<file path="src/include/esp_params.svh">
`ifndef ESP_PARAMS_SVH
`define ESP_PARAMS_SVH

// ==========================================================
// Instruction codes, first byte after selection, MSB first
// ==========================================================
`define ESP_OP_CLR_LATCH 8'h04
`define ESP_OP_RD_STATUS 8'h05
`define ESP_OP_WR_STATUS 8'h01
// Codes owned by sibling blocks, only recognised as legal here
`define ESP_OP_SET_LATCH 8'h06
`define ESP_OP_RD_ARRAY  8'h03
`define ESP_OP_WR_ARRAY  8'h02

// ==========================================================
// Status byte field positions
// ==========================================================
`define ESP_SB_BUSY  0
`define ESP_SB_LATCH 1
`define ESP_SB_BP_LO 2
`define ESP_SB_BP_HI 3
`define ESP_SB_LOCK  7

// ==========================================================
// Reset values and protected region bases
// ==========================================================
// Non-volatile {lock, bp_hi, bp_lo} as delivered
`define ESP_NV_RESET   3'h0
`define ESP_QTR_BASE   11'h600
`define ESP_HALF_BASE  11'h400

// ==========================================================
// Self-timed status write cycle, in core clock cycles
// ==========================================================
`define ESP_WCYC_DEFAULT 1000

`endif

</file>
<file path="src/include/esp_pkg.sv">
package esp_pkg;

    // ======================================================
    // Types
    // ======================================================
    // Serial transaction phase
    typedef enum logic [1:0] {
        ESP_PH_IDLE,
        ESP_PH_OPCODE,
        ESP_PH_BODY,
        ESP_PH_IGNORE
    } esp_phase_t;

    typedef logic [7:0]  esp_byte_t;   // Serial byte
    typedef logic [1:0]  esp_bp_t;     // Block-protect pair
    typedef logic [10:0] esp_addr_t;   // Array byte address

endpackage

</file>
<file path="src/core/esp_write_timer.sv">
`timescale 1ns/1ps
`include "esp_params.svh"

// ==========================================================
// Self-timed write cycle counter
// ==========================================================
module esp_write_timer #(
    parameter int unsigned CYCLES = `ESP_WCYC_DEFAULT
) (
    input  wire logic i_core_clk,
    input  wire logic i_sys_rst,
    input  wire logic i_clk_en,
    input  wire logic i_start,
    output logic      o_busy,
    output logic      o_done
);

    logic [31:0] cnt_r;    // Elapsed cycles
    logic        busy_r;   // Cycle running
    wire  logic  last_w;   // Final count reached, doubles as done

    // Start is ignored while running, so a cycle cannot be stretched
    assign last_w = busy_r && (cnt_r == 32'(CYCLES - 1));
    assign o_busy = busy_r;
    // Done marks the last busy cycle, so whatever the owner updates on
    // it lands on the very edge at which busy drops, with no idle gap
    assign o_done = last_w;

    // Count while running, pulse done on the last cycle
    always_ff @(posedge i_core_clk)
    begin
        if (i_sys_rst)
        begin
            cnt_r  <= 32'h0;
            busy_r <= 1'b0;
        end
        else if (i_clk_en)
        begin
            if (last_w)
            begin
                busy_r <= 1'b0;
                cnt_r  <= 32'h0;
            end
            else if (busy_r)
                cnt_r <= cnt_r + 32'h1;
            else if (i_start)
                busy_r <= 1'b1;
        end
    end

endmodule // esp_write_timer

</file>
<file path="src/core/esp_status_protect.sv">
`timescale 1ns/1ps
`include "esp_params.svh"

// What this block does
// - Clear-latch byte acts only after deselection
// - Latch cleared by reset, clear, write completions
// - Status read accepted at any time
// - Held selection repeats live status byte
// - Busy shows either write cycle running
// - Cleared latch rejects all write instructions
// - Protect bits stored, change only by write or reset
// - Protect bits frozen in hard protect mode, except by a write cycle begun before it
// - Lock plus low pin rejects status writes
// - Set-latch must precede every status write
// - Status write needs exactly one data byte
// - Byte-aligned deselect starts timed cycle
// - Busy during cycle, latch cleared at end
// - New protect values apply after cycle ends
// - Bits b6..b4,b1,b0 unwritten, b6..b4 zero
// - Writable when unlocked or protect pin high
// - Hard mode keeps region protected, rest writable
// - Hard mode entered in either event order
// - Raising protect pin or a reset leaves hard mode
// - Opcodes 04 clear, 05 read, 01 write
// - Protect codes select quarter, half, whole array
// - Clear-latch deselect falls before next edge
module esp_status_protect
#(
    parameter int unsigned WRITE_CYCLES = `ESP_WCYC_DEFAULT
) (
    input  wire logic            i_core_clk,
    input  wire logic            i_sys_rst,
    input  wire logic            i_clk_en,
    input  wire logic            i_spi_sck,
    input  wire logic            i_spi_cs_n,
    input  wire logic            i_spi_mosi,
    input  wire logic            i_wp_n,
    input  wire logic            i_set_latch,
    input  wire logic            i_array_write_done,
    input  wire logic            i_array_write_busy,
    input  wire esp_pkg::esp_addr_t i_array_addr,
    output logic                 o_spi_miso,
    output logic                 o_spi_miso_oe,
    output logic                 o_busy,
    output logic                 o_write_latch,
    output esp_pkg::esp_bp_t     o_block_protect,
    output logic                 o_status_lock,
    output logic                 o_hard_protect,
    output logic                 o_addr_protected,
    output logic                 o_array_write_ok
);
    import esp_pkg::*;

    // ======================================================
    // Pin synchronisers
    // ======================================================
    // Pin order: sck, cs_n, mosi, wp_n
    wire  logic [3:0] pins_w;     // Raw pins
    logic [3:0]       meta_r;     // First stage, read by stage two only
    logic [3:0]       sync_r;     // Second stage, safe to use
    logic             sck_d_r;    // Delayed clock for edge finding
    logic             cs_d_r;     // Delayed select for edge finding

    assign pins_w = {i_wp_n, i_spi_mosi, i_spi_cs_n, i_spi_sck};

    genvar g;
    generate
        for (g = 0; g < 4; g++)
        begin : g_sync
            // Two flops per pin against metastability
            always_ff @(posedge i_core_clk)
            begin
                if (i_sys_rst)
                begin
                    // Serial clock idles low, the rest idle high
                    meta_r[g] <= (g != 0);
                    sync_r[g] <= (g != 0);
                end
                else if (i_clk_en)
                begin
                    meta_r[g] <= pins_w[g];
                    sync_r[g] <= meta_r[g];
                end
            end
        end
    endgenerate

    wire logic sck_w  = sync_r[0];   // Clean serial clock
    wire logic cs_n_w = sync_r[1];   // Clean select, low active
    wire logic mosi_w = sync_r[2];   // Clean serial data in
    wire logic wp_n_w = sync_r[3];   // Clean protect pin, low active

    wire logic sck_rise_w = sck_w && !sck_d_r;
    wire logic sck_fall_w = !sck_w && sck_d_r;
    wire logic cs_rise_w  = cs_n_w && !cs_d_r;

    // ======================================================
    // Decode helpers
    // ======================================================
    // opcode byte decode
    // Codes that some block of the device answers
    function automatic logic op_known(input esp_byte_t op);
        op_known = (op == `ESP_OP_CLR_LATCH) || (op == `ESP_OP_RD_STATUS)
                || (op == `ESP_OP_WR_STATUS) || (op == `ESP_OP_SET_LATCH)
                || (op == `ESP_OP_RD_ARRAY)  || (op == `ESP_OP_WR_ARRAY);
    endfunction

    // Address inside the region picked by the protect code
    function automatic logic in_region(input esp_bp_t bp, input esp_addr_t a);
        unique case (bp)
            2'h0: in_region = 1'b0;
            2'h1: in_region = (a >= `ESP_QTR_BASE);
            2'h2: in_region = (a >= `ESP_HALF_BASE);
            2'h3: in_region = 1'b1;
        endcase
    endfunction

    // ======================================================
    // State
    // ======================================================
    esp_phase_t phase_r;       // Transaction phase
    esp_phase_t phase_nxt;
    logic       seen_high_r;   // Select was high since reset
    logic [2:0] bit_cnt_r;     // Bit within byte
    logic [1:0] byte_cnt_r;    // Whole bytes, saturating
    esp_byte_t  shift_in_r;    // Incoming bits
    esp_byte_t  opcode_r;      // First byte
    esp_byte_t  data_r;        // Second byte
    esp_byte_t  shift_out_r;   // Outgoing status bits
    logic       miso_r;        // Output data flop
    logic       latch_r;       // Write enable latch
    logic       latch_nxt;
    logic [2:0] nv_r;          // {lock, bp_hi, bp_lo}, stored bits
    logic [2:0] pend_r;        // Values waiting for cycle end
    esp_byte_t  status_w;      // Live status byte
    wire  logic tmr_busy_w;    // Status write cycle running
    wire  logic tmr_done_w;    // Status write cycle end pulse

    wire esp_byte_t byte_w = {shift_in_r[6:0], mosi_w};
    wire logic byte_end_w  = sck_rise_w && (bit_cnt_r == 3'h7);
    wire logic hpm_w       = nv_r[2] && !wp_n_w;

    // ======================================================
    // Phase machine
    // ======================================================
    // Next phase from select and first byte
    always_comb
    begin
        phase_nxt = phase_r;
        unique case (phase_r)
            ESP_PH_IDLE:
                if (!cs_n_w && seen_high_r)
                    phase_nxt = ESP_PH_OPCODE;
            ESP_PH_OPCODE:
                if (cs_n_w)
                    phase_nxt = ESP_PH_IDLE;
                else if (byte_end_w)
                    // Unknown code drops the device off the bus
                    phase_nxt = op_known(byte_w) ? ESP_PH_BODY : ESP_PH_IGNORE;
            ESP_PH_BODY, ESP_PH_IGNORE:
                if (cs_n_w)
                    phase_nxt = ESP_PH_IDLE;
        endcase
    end

    // ======================================================
    // Execution decode on deselection
    // ======================================================
    wire logic in_body_w = (phase_r == ESP_PH_BODY);
    wire logic at_one_w  = (byte_cnt_r == 2'h1) && (bit_cnt_r == 3'h0);
    wire logic at_two_w  = (byte_cnt_r == 2'h2) && (bit_cnt_r == 3'h0);
    wire logic op_rd_w   = (opcode_r == `ESP_OP_RD_STATUS);

    // act only at deselect on exact byte
    wire logic exec_clr_w = cs_rise_w && in_body_w && at_one_w
                         && (opcode_r == `ESP_OP_CLR_LATCH);

    // writable with latch, outside hard mode
    wire logic wr_ok_w = latch_r && !hpm_w && !o_busy;

    wire logic exec_wr_w = cs_rise_w && in_body_w && at_two_w
                        && (opcode_r == `ESP_OP_WR_STATUS) && wr_ok_w;

    // clear sources, a set in the same cycle wins
    wire logic latch_clr_w = exec_clr_w || tmr_done_w || i_array_write_done;
    assign latch_nxt = i_set_latch ? 1'b1 : (latch_clr_w ? 1'b0 : latch_r);

    // ======================================================
    // Serial front end
    // ======================================================
    // Edge history, select history and phase
    always_ff @(posedge i_core_clk)
    begin
        if (i_sys_rst)
        begin
            sck_d_r     <= 1'b0;
            cs_d_r      <= 1'b1;
            seen_high_r <= 1'b0;
            phase_r     <= ESP_PH_IDLE;
        end
        else if (i_clk_en)
        begin
            sck_d_r <= sck_w;
            cs_d_r  <= cs_n_w;
            phase_r <= phase_nxt;
            // Select must be seen high before first use
            if (cs_n_w)
                seen_high_r <= 1'b1;
        end
    end

    // Bit and byte counting on rising serial edges
    always_ff @(posedge i_core_clk)
    begin
        if (i_sys_rst)
        begin
            bit_cnt_r  <= 3'h0;
            byte_cnt_r <= 2'h0;
            shift_in_r <= 8'h00;
        end
        else if (i_clk_en)
        begin
            if (phase_r == ESP_PH_IDLE)
            begin
                bit_cnt_r  <= 3'h0;
                byte_cnt_r <= 2'h0;
            end
            else if (sck_rise_w)
            begin
                bit_cnt_r  <= bit_cnt_r + 3'h1;
                shift_in_r <= byte_w;
                // Saturate so surplus bytes never look aligned
                if (byte_end_w && (byte_cnt_r != 2'h3))
                    byte_cnt_r <= byte_cnt_r + 2'h1;
            end
        end
    end

    // Capture of opcode and data byte
    always_ff @(posedge i_core_clk)
    begin
        if (i_sys_rst)
        begin
            opcode_r <= 8'h00;
            data_r   <= 8'h00;
        end
        else if (i_clk_en && byte_end_w)
        begin
            if (phase_r == ESP_PH_OPCODE)
                opcode_r <= byte_w;
            else if (in_body_w && (byte_cnt_r == 2'h1))
                data_r <= byte_w;
        end
    end

    // reload live status on every byte boundary
    always_ff @(posedge i_core_clk)
    begin
        if (i_sys_rst)
        begin
            shift_out_r <= 8'h00;
            miso_r      <= 1'b0;
        end
        else if (i_clk_en && sck_fall_w && in_body_w && op_rd_w)
        begin
            if (bit_cnt_r == 3'h0)
            begin
                miso_r      <= status_w[7];
                shift_out_r <= {status_w[6:0], 1'b0};
            end
            else
            begin
                miso_r      <= shift_out_r[7];
                shift_out_r <= {shift_out_r[6:0], 1'b0};
            end
        end
    end

    // ======================================================
    // Latch and stored protect bits
    // ======================================================
    // Stored bits reload the delivery value on reset, since no
    // real non-volatile cell exists in this model
    always_ff @(posedge i_core_clk)
    begin
        if (i_sys_rst)
        begin
            latch_r <= 1'b0;
            nv_r    <= `ESP_NV_RESET;
            pend_r  <= `ESP_NV_RESET;
        end
        else if (i_clk_en)
        begin
            latch_r <= latch_nxt;
            // only b7, b3, b2 of the data are taken
            if (exec_wr_w)
                pend_r <= {data_r[`ESP_SB_LOCK], data_r[`ESP_SB_BP_HI],
                           data_r[`ESP_SB_BP_LO]};
            if (tmr_done_w)
                nv_r <= pend_r;
        end
    end

    // self-timed cycle, no serial clock needed
    esp_write_timer #(
        .CYCLES     (WRITE_CYCLES)
    ) u_timer (
        .i_core_clk (i_core_clk),
        .i_sys_rst  (i_sys_rst),
        .i_clk_en   (i_clk_en),
        .i_start    (exec_wr_w),
        .o_busy     (tmr_busy_w),
        .o_done     (tmr_done_w)
    );

    // ======================================================
    // Status byte and outputs
    // ======================================================
    // fixed layout, b6..b4 read zero
    // One driver for the whole byte: lock, zeros, bp_hi, bp_lo, latch, busy
    assign status_w = {nv_r[2], 3'h0, nv_r[1], nv_r[0], latch_r, o_busy};

    assign o_busy = tmr_busy_w || i_array_write_busy;

    assign o_spi_miso      = miso_r;
    assign o_spi_miso_oe   = in_body_w && op_rd_w && !cs_n_w;
    assign o_write_latch   = latch_r;
    assign o_block_protect = nv_r[1:0];
    assign o_status_lock   = nv_r[2];

    // pure level, follows pin in either order
    assign o_hard_protect = hpm_w;

    // region check, same in both modes
    assign o_addr_protected = in_region(nv_r[1:0], i_array_addr);

    // array writes also need the latch and idle device
    assign o_array_write_ok = latch_r && !o_busy && !o_addr_protected;
endmodule // esp_status_protect

</file>
<file path="config.mk">
export PLATFORM = sky130hd
export DESIGN_NAME = esp_status_protect
export DESIGN_NICKNAME = d
export VERILOG_FILES = /design/src/include/esp_pkg.sv /design/src/core/esp_write_timer.sv /design/src/core/esp_status_protect.sv
export VERILOG_INCLUDE_DIRS = /design/src /design/src/include
export SDC_FILE = /design/constraint.sdc
export NUM_CORES = 1
export LEC_CHECK = 0
export ABC_AREA = 1
export BUFFER_PORTS_ARGS = -buffer_cell sky130_fd_sc_hd__buf_2
export CORE_MARGIN = 2
export CORE_UTILIZATION = 56
export CTS_BUF_LIST = sky130_fd_sc_hd__clkbuf_4 sky130_fd_sc_hd__clkbuf_8
export DETAILED_ROUTE_END_ITERATION = 7
export PLACE_DENSITY_LB_ADDON = 0.3
export SLEW_MARGIN = 20
export SYNTH_ARGS = -nofsm -noshare
export SYNTH_HDL_FRONTEND = slang
export SYNTH_SLANG_ARGS = --single-unit
</file>
<file path="constraint.sdc">
create_clock -name i_core_clk -period 1.41 [get_ports i_core_clk]
set_input_delay 0.141 -clock i_core_clk [delete_from_list [all_inputs] [get_ports i_core_clk]]
set_output_delay 0.141 -clock i_core_clk [all_outputs]
set_load 0.01 [all_outputs]
</file>
==> results.yml, run 1 <==
status:
  status: "finished with violations"
  violations: "hold timing, setup timing"
critical_path:
  critPathRequiredTime_ns: 1.66
  cp-start-kind: "flip-flop"
  worstPathMaxFanout: 4
  cp-end-kind: "flip-flop"
  r2r_cells: 8
  critical_path_arrival_ns: 1.80
  critical_path_class: "flip-flop to flip-flop"
flow_run:
  drv_cap: 0
floorplanning:
  die_height_um: 90.6
  die_width_um: 90.6
  core_mm2: 0.00725
  num_rows: 31
  initial_core_util: 0.579
  dieArea_mm2: 0.00820
  ios: 31
hold_path:
  min_delay_path_depth: 3
  min_path_type: "input port to flip-flop"
cells_and_area:
  layout-drive-gt1-share: 0.339
  layout.nets: 746
  fin_area_mm2: 0.00569
  n_antenna_cell: 0
  area_delta_synth_final_pct: 35.5
drt:
  wl_per_cell_um: 15.7
  drt_iter0_drc: 290
  vias_per_cell: 5.58
  drcViolationCount: 0
  routed_wirelength_mm: 12.9
  route.vias.total: 4590
  ant_nets: 0
  drt_first_pass_iters: 5
yosys:
  synth_area_mm2: 0.00420
  synth.yosys.warnings: 0
  yosysSeqAreaShare: 0.401
  synth.avg_cell_area_um2: 6.68
  synthCells: 628
  synth_top_area_cell: "dfxtp_1"
  synth_most_common_cell: "nor2_1"
  synth_cell_types: 29
  synth_edf_count: 0
  yosys-top-cells-area: "dfxtp_1 40%, nor2_1 12%, nand2_1 11%"
  ys_async_sr_fraction: 0
  ys_ff_latch: 84
  syn_nets: 656
  synth-main-ff-cell: "dfxtp_1"
  synth_top_area_share: 0.401
  synth_common_cells: "130 x nor2_1, 127 x nand2_1, 84 x dfxtp_1"
global_route:
  grt_start_max_net_pins: 31
  grt_usage: 0.261
  grt_pass1_wl_mm: 17.6
  antenna_found_initial: 0
  grt_pass1_vias: 4047
  grt_overflow: 0
timing:
  finClkSkew_ns: 0.0128
  finalSetupViolations: 29
  maxSlewViolCount: 0
  hold_viol: 2
  maxSlewHeadroom: 0.740
  fin_crit_sh: 1.10
  hold_slack_ns: -0.00419
  min_period_ns: 1.55
  fmax_mhz: 646
  tightestPinTransition_ns: 0.386
  timing.final.ws_setup_ns: -0.139
  rsz0062_at_grt: "yes"
cts:
  cts_buffer_depth: 2
  clock_latency_ns: 0.37
  numCtsBuffers: 9
  cts_max_level: 3
  cts.sinks: 84
  cts.reportedPaths.clkPinSlew_ns: 0.09
  cts-root-buf: "clkbuf_8"
  cts_tree: "built"
placement:
  gp_congestion: 0.892
  place_area_mm2: 0.00476
  portBuffers: 21
  hpwl_mm: 7.15
pwr:
  powerDensity_mw_per_mm2: 842
  vdd_ir_drop_max_mv: 0.845
  leakagePower_uw: 0.00245
power by group:
group | internal (uW) | leakage (uW) | total, uW | switching [uW]
clock | 1010 | 0.000115 | 1980 | 962
combinational | 137 | 0.00164 | 364 | 227
sequential | 2410 | 0.000695 | 2450 | 42.2
total | 3560 | 0.00245 | 4790 | 1230
final timing paths:
| check | startpoint | to | slack, ns |
|---|---|---|---|
| max | u_timer.cnt_r[0]$_SDFFE_PP0P_ | u_timer.cnt_r[12]$_SDFFE_PP0P_ | -0.14 |
| min | i_set_latch | o_write_latch$_SDFFE_PP0P_ | -0.004 |
| max reg2reg | u_timer.cnt_r[0]$_SDFFE_PP0P_ | u_timer.cnt_r[12]$_SDFFE_PP0P_ | -0.14 |
| min reg2reg | seen_high_r$_SDFFE_PP0P_ | seen_high_r$_SDFFE_PP0P_ | 0.46 |
state kept, by name, indices dropped and copies added (netlist names):
name            cells
nv_r                3
shift_out_r         7
o_write_latch       1
u_timer.cnt_r      32
sck_d_r             1
bit_cnt_r           3
pend_r              3
byte_cnt_r          2
sck_w               1
opcode_r            8
cs_n_w              1
shift_in_r          7
data_r              3
cs_d_r              1
mosi_w              1
o_spi_miso          1
wp_n_w              1
meta_r              4
seen_high_r         1
u_timer.o_busy      1
phase_r             2
kinds of logic (layout without fill, tap and decap cells):
kind of cell / after synthesis / in the layout / share of synthesized area
buffers and inverters: 87 / 182 / 0.0808
and+or+nand+nor: 357 / 357 / 0.371
adders and majority gates: 7 / 7 / 0.0209
xor gates and xnor gates: 16 / 16 / 0.0334
DFF: 84 / 84 / 0.401
AOI/OAI and AO/OA: 77 / 77 / 0.0936
area by class of cell:
class	instances	area, um2
multi-input combinational	457	2600
sequential	84	1730
fill	433	1570
timing repair buffer	92	711
inverter	73	293
clock buffer	9	124
tap	99	124
clock inverter	7	98.8
timing repair inverter	1	5.00
routing by layer:
metal / GRT usage / wire (um) / vias to the layer above
met5: 0 / 0 / -
met4: 0.119 / 431 / 0
met3: 0.0509 / 853 / 52
met2: 0.468 / 6640 / 213
met1: 0.297 / 4960 / 2139
li1: - / - / 2186
worst max-delay path, stage by stage (launching register included):
cell	delay, ns
dfxtp_2	0.37
ha_4	0.17
buf_12	0.11
nand3_4	0.08
nor2_4	0.17
nand3_4	0.13
buf_4	0.16
xor2_1	0.16
nor2_1	0.07
through the flow:
step	std cells	total power (uW)	setup TNS, ns	setup slack (ns)	util
6_report	822	4790	-2.12	-0.139	0.784
2_1_floorplan	628	2690	0	0.0258	-
3_3_place_gp	785	2790	-0.294	-0.0504	0.656
5_1_grt	822	4930	-6.26	-0.225	0.784
3_5_place_dp	785	2800	-1.37	-0.114	0.656
4_1_cts	807	4730	-0.295	-0.0804	0.711
placed cells by master, fill, tap and decap left out, drive strengths merged:
cell | Yosys | layout
nor2 | 143 | 143
nand2 | 134 | 134
buf | 6 | 88
dfxtp | 84 | 84
inv | 72 | 73
nand3 | 53 | 53
a21oi | 39 | 39
o21ai | 35 | 35
nand4 | 12 | 12
xor2 | 11 | 11
clkbuf | 8 | 10
nor3 | 10 | 10
ha | 7 | 7
clkinv | 1 | 6
xnor2 | 5 | 5
nand3b | 4 | 4
dlygate4sd3 | 0 | 3
bufinv | 0 | 2
o21a | 1 | 1
o211ai | 1 | 1
o21bai | 1 | 1
and2 | 1 | 1
repair_timing:
action	CTS	global route
hold buffers	3	0
pin swaps	7	51
gates resized for setup	43	128
setup buffers	3	14
endpoints found under the hold margin	3	0
cloned	0	2
endpoints found under the setup margin	50	67
No activity file was read; power rests on OpenSTA's default activity.
==> run 2: changes to the inputs <==
--- a/config.mk
+++ b/config.mk
@@ -9,11 +9,11 @@
 export ABC_AREA = 1
 export BUFFER_PORTS_ARGS = -buffer_cell sky130_fd_sc_hd__buf_2
 export CORE_MARGIN = 2
-export CORE_UTILIZATION = 56
+export CORE_UTILIZATION = 65
 export CTS_BUF_LIST = sky130_fd_sc_hd__clkbuf_4 sky130_fd_sc_hd__clkbuf_8
 export DETAILED_ROUTE_END_ITERATION = 7
 export PLACE_DENSITY_LB_ADDON = 0.3
-export SLEW_MARGIN = 20
+export SLEW_MARGIN = 0
 export SYNTH_ARGS = -nofsm -noshare
 export SYNTH_HDL_FRONTEND = slang
 export SYNTH_SLANG_ARGS = --single-unit
==> constraint.sdc (replaced) <==
create_clock -name i_core_clk -period 1.9 [get_ports i_core_clk]
set_input_delay 0.19 -clock i_core_clk [delete_from_list [all_inputs] [get_ports i_core_clk]]
set_output_delay 0.19 -clock i_core_clk [all_outputs]
set_load 0.01 [all_outputs]
==> run 2 against run 1 <==
  * The run now ends clean
  * Routed wire length fell by 30%
  * Design area fell by 20%
  * Clock power fell by 34%
  * Global-route usage rose by 1.5 points
  * Sequential power fell by 26%
  * Hold slack improved by 0.043 ns
  * Via count fell by 14%
  * First-iteration DRC count fell by 32%
  * Critical path depth did not move
  * Die area fell by 13%
  * Critical endpoint is now shift_out_r[3]$_SDFFE_PP0P_
  * Largest power group unchanged
  * Highest routed layer unchanged
==> results.yml, run 2 (same netlist as run 1, synthesis figures left out) <==
placement:
  dpl_worst_slack_ns: 0.171
  hpwl_mm: 6.56
  gp_congestion: 0.915
  portBuffers: 21
floorplanning:
  die_height_um: 84.4
  dieArea_mm2: 0.00712
  core_mm2: 0.00631
  ios: 31
  num_rows: 29
  initial_core_util: 0.665
  die_width_um: 84.4
cts:
  cts_max_level: 3
  cts_tree: "built"
  clock_latency_ns: 0.35
  numCtsBuffers: 9
  cts_buffer_depth: 2
  cts-resized-gates: 0
  post_cts_buffers: 0
  holdBufCountCts: 0
  cts.reportedPaths.clkPinSlew_ns: 0.09
  cts-root-buf: "clkbuf_8"
  cts.sinks: 84
pwr:
  powerDensity_mw_per_mm2: 729
  leakagePower_uw: 0.00198
  vdd_ir_drop_max_mv: 0.490
timing:
  finClkSkew_ns: 0.00813
  rsz0062_at_grt: "no"
  maxSlewViolCount: 0
  min_period_ns: 1.68
  hold_slack_ns: 0.0388
  fin_crit_sh: 0.886
  timing.final.ws_setup_ns: 0.216
  fmax_mhz: 594
  hold_viol: 0
  tightestPinTransition_ns: 0.493
  maxSlewHeadroom: 0.670
  setup_tns_ns: 0
  finalSetupViolations: 0
cells_and_area:
  largestRegisters: "u_timer.cnt_r (32), opcode_r (8)"
  area_delta_synth_final_pct: 8.94
  n_antenna_cell: 0
  largest_reg_flops: 32
  layout-drive-gt1-share: 0.111
  regMostFlops: "u_timer.cnt_r"
  layout.nets: 678
  final_cell_mix: "130 x nor2_1, 126 x nand2_1, 84 x dfxtp_1"
  mostFrequentLayoutCell: "nor2_1"
critical_path:
  critical_path_class: "flip-flop to flip-flop"
  cp-end-kind: "flip-flop"
  crit_chain: "inv_1, ha_1, inv_1, nor2_1, inv_1, o21ai_0, nand2_1, a21oi_1"
  critical_path_arrival_ns: 1.97
  crit_slowest_cell: "dfxtp_1"
  cp-start-kind: "flip-flop"
  rrSetupSlack_ns: 0.22
  cpPeakStageDelay_ns: 0.33
  path_buf_inv: 3
  critPathRequiredTime_ns: 2.19
  crit_top_cell: "inv_1"
  crit_family: "simple AND/OR/NAND/NOR gates"
  worstPathMaxFanout: 11
drt:
  drt_iter0_drc: 198
  wl_per_cell_um: 12.3
  route.vias.total: 3936
  route.met3.wl_um: 384
  drcViolationCount: 0
  drt-met1-wl_mm: 3.90
  vias_per_cell: 5.38
  routed_wirelength_mm: 9.04
  ant_nets: 0
  top_layer: "met4"
  met2_length_mm: 4.38
  drt_first_pass_iters: 5
global_route:
  grt_overflow: 0
  grt_pass1_vias: 3804
  grt_start_max_net_pins: 50
  grt_usage: 0.275
  grt_pass1_wl_mm: 16.0
  antenna_found_initial: 0
status:
  status: "finished clean"
hold_path:
  min_path_type: "input port to flip-flop"
flow_run:
  drv_cap: 0
==> run 2: cell count changes in the layout (fill, tap and decap cells not counted), sizes merged <==
cell         delta
buf            -63
clkinv          -3
dlygate4sd3     -3
bufinv          -1
clkbuf          +1
clkinvlp        +1
==> run 2: tightest hold or removal path, stage by stage <==
cell and delay, ns:
buf_2 0.07, nand2_1 0.04, nand3_1 0.06
==> run 2: where the power goes <==
part,total [uW],switching (uW),leakage [uW],internal [uW]
clock network,1310,650,0.000103,663
registers,1820,26.3,0.000680,1790
logic,200,138,0.00119,62.3
==> run 2: cell type report <==
type / instances / area, um2
multi-input combinational: 457 / 2180
fill: 511 / 1740
sequential: 84 / 1680
inverter: 73 / 275
clock buffer: 11 / 145
timing repair buffer: 25 / 135
tap: 77 / 96.3
clock inverter: 5 / 60.1
==> run 2: routing by layer <==
layer / GRT usage / vias to the layer above
li1: - / 2036
met4: 0.173 / 0
met1: 0.324 / 1769
met5: 0 / -
met3: 0.0442 / 31
met2: 0.468 / 100
==> run 2: final timing paths <==
check	depth (start not counted)	to	startpoint
setup / recovery	8	shift_out_r[3]$_SDFFE_PP0P_	bit_cnt_r[0]$_SDFFE_PP0P_
hold / removal	3	meta_r[1]$_SDFFE_PP1P_	i_spi_cs_n
setup reg to reg	8	shift_out_r[3]$_SDFFE_PP0P_	bit_cnt_r[0]$_SDFFE_PP0P_
hold reg to reg	2	meta_r[1]$_SDFFE_PP1P_	meta_r[1]$_SDFFE_PP1P_
==> run 2: stage by stage <==
stage / area, um2 / total power [uW] / cells / util
final: 4570 / 3330 / 732 / 0.724
after global routing: 4570 / 3460 / 732 / 0.724
after CTS: 4570 / 3350 / 732 / 0.724
after detailed placement: 4370 / 2060 / 716 / 0.691
after global placement: 4370 / 2040 / 716 / 0.691
after floorplan: 4200 / 1990 / 628 / -
